--- src/hdl/twa_pkg.sv ---
// Constants and carrier types for the trapping word adder slice
package twa_pkg;
	// Instruction field positions
	localparam int OPC_HI = 31;
	localparam int OPC_LO = 26;
	localparam int SRC1_HI = 25;
	localparam int SRC1_LO = 21;
	localparam int SRC2_HI = 20;
	localparam int SRC2_LO = 16;
	localparam int DST_HI = 15;
	localparam int DST_LO = 11;
	localparam int RSV_HI = 10;
	localparam int RSV_LO = 6;
	localparam int FUN_HI = 5;
	localparam int FUN_LO = 0;
	// Encodings
	localparam logic [5:0] OPC_REGOP = 6'h00;
	localparam logic [5:0] FUN_ADD_TRAP = 6'h20;
	localparam logic [5:0] FUN_ADD_NOTRAP = 6'h21;
	localparam logic [4:0] RSV_ZERO = 5'h00;
	// Values after reset
	localparam logic [31:0] WORD_RST = 32'h0000_0000;
	localparam logic [4:0] IDX_RST = 5'h00;
	// Cycles from request to result
	localparam int LATENCY_CYC = 2;

	// Register file write port
	typedef struct packed {
		logic en;
		logic [4:0] idx;
		logic [31:0] data;
	} twa_wb_t;

	// Register file read indices
	typedef struct packed {
		logic [4:0] first_source_index;
		logic [4:0] second_source_index;
	} twa_rd_t;

	// Complete state of the slice
	typedef struct packed {
		logic s1_valid;
		logic [31:0] s1_instr;
		twa_rd_t rd;
		twa_wb_t wb;
		logic ovf_exc;
		logic rsv_fault;
		logic done;
	} twa_state_t;
endpackage : twa_pkg

--- src/hdl/twa_trapping_word_adder.sv ---
// Execution slice for the trapping and non-trapping word additions
`timescale 1ns/1ps
`default_nettype none
module twa_trapping_word_adder (
	// Clock and reset
	input wire logic clk,
	input wire logic reset,
	// Instruction issue from decode
	input wire logic instr_valid,
	input wire logic [31:0] instr_word,
	// Register file read port
	output twa_pkg::twa_rd_t rd_req,
	input wire logic [31:0] first_source_data,
	input wire logic [31:0] second_source_data,
	// Register file write port
	output twa_pkg::twa_wb_t wb,
	// Results and exceptions
	output logic result_done,
	output logic overflow_exception,
	output logic reserved_fault
);
	// Timing of one add, counted in rising edges:
	// the issue edge captures the word and the two source indices, so the
	// register file answers during the following cycle from the held
	// indices; the next edge registers the write, the trap and the
	// reserved-field flag, each as a one-cycle pulse.
	// A new word may be issued on every edge. Each stage works only on its
	// own copy of the word, so back-to-back adds never mix their fields.
	// Hazard: the read data must belong to the indices now in rd_req, so
	// the register file has to return them within the same cycle.
	// Limitation: no forwarding; a write from this slice lands one edge
	// after its pulse, and the issuing side must respect that.

	// Whole state of the slice, and its next value
	twa_pkg::twa_state_t st_ff;
	twa_pkg::twa_state_t nxt_st;
	logic [32:0] sum33;
	logic ovf;
	logic s1_trap_op;
	logic s1_notrap_op;

	// Recognise one of the two word additions
	function automatic logic is_add(input logic [31:0] w,
		input logic [5:0] fun);
		is_add = (w[twa_pkg::OPC_HI:twa_pkg::OPC_LO] == twa_pkg::OPC_REGOP)
			&& (w[twa_pkg::FUN_HI:twa_pkg::FUN_LO] == fun);
	endfunction

	// Sign-extended sum and overflow test
	// The 33rd bit copies bit 31 of each operand, so a signed overflow
	// shows up as disagreement between the two top bits of the sum.
	// The sum is formed for every word; only decoded adds use it.
	always_comb begin
		sum33 = {first_source_data[31], first_source_data}
			+ {second_source_data[31], second_source_data};
		ovf = sum33[32] != sum33[31];
		s1_trap_op = st_ff.s1_valid
			&& is_add(st_ff.s1_instr, twa_pkg::FUN_ADD_TRAP);
		s1_notrap_op = st_ff.s1_valid
			&& is_add(st_ff.s1_instr, twa_pkg::FUN_ADD_NOTRAP);
	end

	// Next state: capture in stage one, resolve in stage two
	// Indices follow every issued word, add or not, so the register file
	// always sees the fields of the last issued word.
	// Result pulses fall back to zero by themselves on the following edge.
	always_comb begin
		nxt_st = st_ff;
		nxt_st.s1_valid = instr_valid
			&& (is_add(instr_word, twa_pkg::FUN_ADD_TRAP)
			|| is_add(instr_word, twa_pkg::FUN_ADD_NOTRAP));
		if (instr_valid) begin
			nxt_st.s1_instr = instr_word;
			nxt_st.rd.first_source_index =
				instr_word[twa_pkg::SRC1_HI:twa_pkg::SRC1_LO];
			nxt_st.rd.second_source_index =
				instr_word[twa_pkg::SRC2_HI:twa_pkg::SRC2_LO];
		end
		nxt_st.done = s1_trap_op || s1_notrap_op;
		// Write only when no trap is taken
		nxt_st.wb.en = (s1_trap_op && !ovf) || s1_notrap_op;
		nxt_st.wb.idx = st_ff.s1_instr[twa_pkg::DST_HI:twa_pkg::DST_LO];
		nxt_st.wb.data = sum33[31:0];
		nxt_st.ovf_exc = s1_trap_op && ovf;
		// Non-zero reserved bits are flagged but not otherwise defined
		nxt_st.rsv_fault = nxt_st.done
			&& (st_ff.s1_instr[twa_pkg::RSV_HI:twa_pkg::RSV_LO]
			!= twa_pkg::RSV_ZERO);
	end

	// State register
	// Reset clears every pulse, so no false write follows release.
	always_ff @(posedge clk or posedge reset) begin
		if (reset) begin
			st_ff <= '{s1_valid: 1'b0, s1_instr: twa_pkg::WORD_RST,
				rd: '{twa_pkg::IDX_RST, twa_pkg::IDX_RST},
				wb: '{1'b0, twa_pkg::IDX_RST, twa_pkg::WORD_RST},
				ovf_exc: 1'b0, rsv_fault: 1'b0, done: 1'b0};
		end else begin
			st_ff <= nxt_st;
		end
	end

	// Outputs straight from the state register
	assign rd_req = st_ff.rd;
	assign wb = st_ff.wb;
	assign result_done = st_ff.done;
	assign overflow_exception = st_ff.ovf_exc;
	assign reserved_fault = st_ff.rsv_fault;
endmodule // twa_trapping_word_adder
`default_nettype wire

--- config.mk ---
export PLATFORM = sky130hd
export DESIGN_NAME = twa_trapping_word_adder
export DESIGN_NICKNAME = d
export VERILOG_FILES = /design/src/hdl/twa_pkg.sv /design/src/hdl/twa_trapping_word_adder.sv
export SDC_FILE = /design/constraint.sdc
export NUM_CORES = 1
export LEC_CHECK = 0
export BUFFER_PORTS_ARGS = -buffer_cell sky130_fd_sc_hd__buf_2
export CAP_MARGIN = 20
export CORE_AREA = 5 5 141 143
export CTS_CLUSTER_DIAMETER = 100
export DETAILED_ROUTE_END_ITERATION = 7
export DIE_AREA = 0 0 146 148
export SYNTH_ARGS = -nofsm -noshare
export SYNTH_HDL_FRONTEND = slang
export SYNTH_SLANG_ARGS = --single-unit
--- constraint.sdc ---
create_clock -name clk -period 1.9 [get_ports clk]
set_input_delay 0.095 -clock clk [delete_from_list [all_inputs] [get_ports clk]]
set_output_delay 0.095 -clock clk [all_outputs]
set_load 0.01 [all_outputs]
==> results.ini <==
[run_status]
status=complete, no violations

[grt]
grt_max_degree=35
antenna_found_initial=0
first_global_vias=3987
grt_overflow_total=0
grt_pass1_wl_mm=20.2
gr-usage-all-layers=0.114

[route]
wirelength_mm=12.5
wl_met3_um=615
wl_met1_mm=5.65
vias=3790
wl_met2_mm=6.06
firstDrtPassIters=5
highest_layer=met4
via_per_inst=4.33
drtIter0Drc=133
drc=0
avgRoutedWirePerCell_um=14.2
drtAntennaViolNets=0

[floorplan]
die_h_um=148
ios=150
die_area_um2=21600
die_w_um=146
row_count=50
core_um2=18500
initial_core_util=0.247

[timing]
fin_crit_sh=0.955
period_needed_ps=1820
tightestPinTransition_ps=729
relSlewSlack=0.514
final-setup-viol-count=0
finalHoldViolCount=0
drv_slew=0
fin_worst_skew_ps=4.25
max_freq_mhz=551

[clock_tree]
path_clk_slew_ps=50
clock_path_buffers=2
root_buffer=clkbuf_16
htreeDepth=3
clkLatencyLatePin_ps=320
cts_made_buffers=9
clock_sinks=74
cts_tree=yes

[finish]
final_cell_mix=buf_2, buf_4, dfrtp_1, a21oi_1, mux2_2
drive_gt1_frac=0.486
area_growth_pct=41.4
final_common_cell=buf_2
nFillCells=1873
fin_cells=876
layout.nets=770
final_area_um2=6440
diodes=0

[placed_design]
post-dp-hpwl_mm=10.3
dp_cells=838
place_area_um2=5790
place_congestion=0.814
portBuffers=149

[run]
drv_cap=0

[critical_path]
endpoint_kind=flop
crit_start=first_source_data[0]
worst_setup_path_start_kind=input pin
criticalPathCategory=input pin to flop
cp.arrival_ps=2030
worstPathRequired_ps=2110
critPathMaxFanout=5
reg2reg_from=st_ff[54]

[min_path]
min_path_type=input pin to flop
worstHoldStart=instr_word[17]

[synthesis]
synth_cells=430
yosysWarnings=0
postSynth.asyncResetShare=1.00
syn-num-nets=562
ys_ff_latch=74
synth_seq_area_share=0.407
yosys_most_used_dff=dfrtp_1
yosysUniqueCellTypes=52
syn_area_um2=4550
synth_edf_count=0
syn_avg_cell_area_um2=10.6

[power_and_ir_drop]
power_leakage_nw=3.06
vdd_drop_max_mv=0.372
power_density_nw_per_um2=786

==> per-stage QoR <==
stage	setup TNS [ps]	worst slack (ps)	hold slack [ps]	power, mW	util
after global routing	-32.9	-21.8	6.71	5.38	0.349
after CTS	0	12.3	3.30	5.10	0.341
final	0	84.7	18.4	5.06	0.349
after detailed placement	-4510	-422	200	3.40	0.314
after global placement	-4380	-423	190	3.39	0.314
after floorplan	-47.3	-47.3	216	2.90	-
==> where the power goes <==
part | leakage, nW | internal, mW | total [mW] | switching (mW)
Sequential | 0.876 | 1.80 | 1.88 | 0.0787
Combinational | 2.04 | 0.775 | 1.57 | 0.791
Clock | 0.142 | 1.04 | 1.62 | 0.577
==> cells by family (layout without fill, tap and decap cells) <==
| kind of cell | count (synthesis) | in the layout | share of synthesized area |
|---|---|---|---|
| xor+xnor | 28 | 28 | 0.0539 |
| buf+inv | 74 | 286 | 0.115 |
| simple gates | 79 | 79 | 0.0904 |
| compound gates | 110 | 110 | 0.163 |
| flops | 74 | 74 | 0.407 |
| fa+ha+maj | 33 | 33 | 0.0923 |
| mux | 32 | 32 | 0.0789 |
==> final cells by class <==
class	count	area (um2)	area share
Clock inverter	3	40.0	0.00622
Tap cell	234	293	0.0455
Clock buffer	12	246	0.0383
Multi-Input combinational cell	282	2310	0.358
Sequential cell	74	1850	0.288
Inverter	10	41.3	0.00642
Timing Repair Buffer	261	1660	0.258
==> layer usage <==
layer	vias up	GRT usage
met5	-	0
met4	0	0.0320
met3	8	0.0261
met2	107	0.193
met1	1756	0.148
li1	1919	-
==> worst paths after layout <==
path                                 endpoint  slack [ps]  cells after the start
max                                    wb[26]          80                     11
min                                 st_ff[68]          20                      2
max reg2reg                overflow_exception         660                      4
min reg2reg                            wb[36]         370                      0
max in group asynchronous          nxt_st[36]         880                      4
min in group asynchronous           st_ff[71]         410                      3
==> cell usage after synthesis, drive strengths merged (2+ instances only) <==
library cell / count / area share
nor2: 7 / 0.0063
a2111oi: 2 / 0.0038
nand4: 5 / 0.0069
a31oi: 5 / 0.0096
o21a: 3 / 0.0049
buf: 56 / 0.096
nand3: 13 / 0.014
nand2: 26 / 0.021
a21oi: 38 / 0.043
a221oi: 2 / 0.0038
a41oi: 3 / 0.0058
o31ai: 2 / 0.0033
ha: 32 / 0.088
a211oi: 6 / 0.013
xnor2: 12 / 0.023
o21bai: 3 / 0.0049
nor2b: 3 / 0.0041
o211ai: 7 / 0.012
nor3b: 2 / 0.0033
nor4b: 4 / 0.0077
xor2: 16 / 0.031
o41ai: 2 / 0.0096
mux2: 31 / 0.077
inv: 10 / 0.0082
dfrtp: 74 / 0.41
clkbuf: 8 / 0.011
and3: 6 / 0.0085
a21o: 7 / 0.012
nor4: 5 / 0.0069
o21ai: 25 / 0.028
nor3: 3 / 0.0033
==> worst max-delay path: stages <==
cell	delay (ps)
buf_2	100
ha_4	150
fa_2	220
nand3_2	80
a211oi_2	240
nor2_2	100
o41ai_4	280
buf_4	190
a31oi_4	120
or3_1	310
and3_1	140
==> what timing repair did <==
| action | CTS | global route |
|---|---|---|
| hold buffers | 21 | 0 |
| pin swaps | 1 | 11 |
| resized for setup | 3 | 18 |
| buffers inserted | 0 | 2 |
| endpoints found under the hold margin | 44 | 0 |
| endpoints found under the setup margin | 3 | 6 |
==> state kept, by name, summed over array words and instances (netlist names) <==
signal,cells
result_done,1
st_ff,28
wb,38
overflow_exception,1
reserved_fault,1
nxt_st,5
Note: power is estimated with default switching activity, not from simulation.
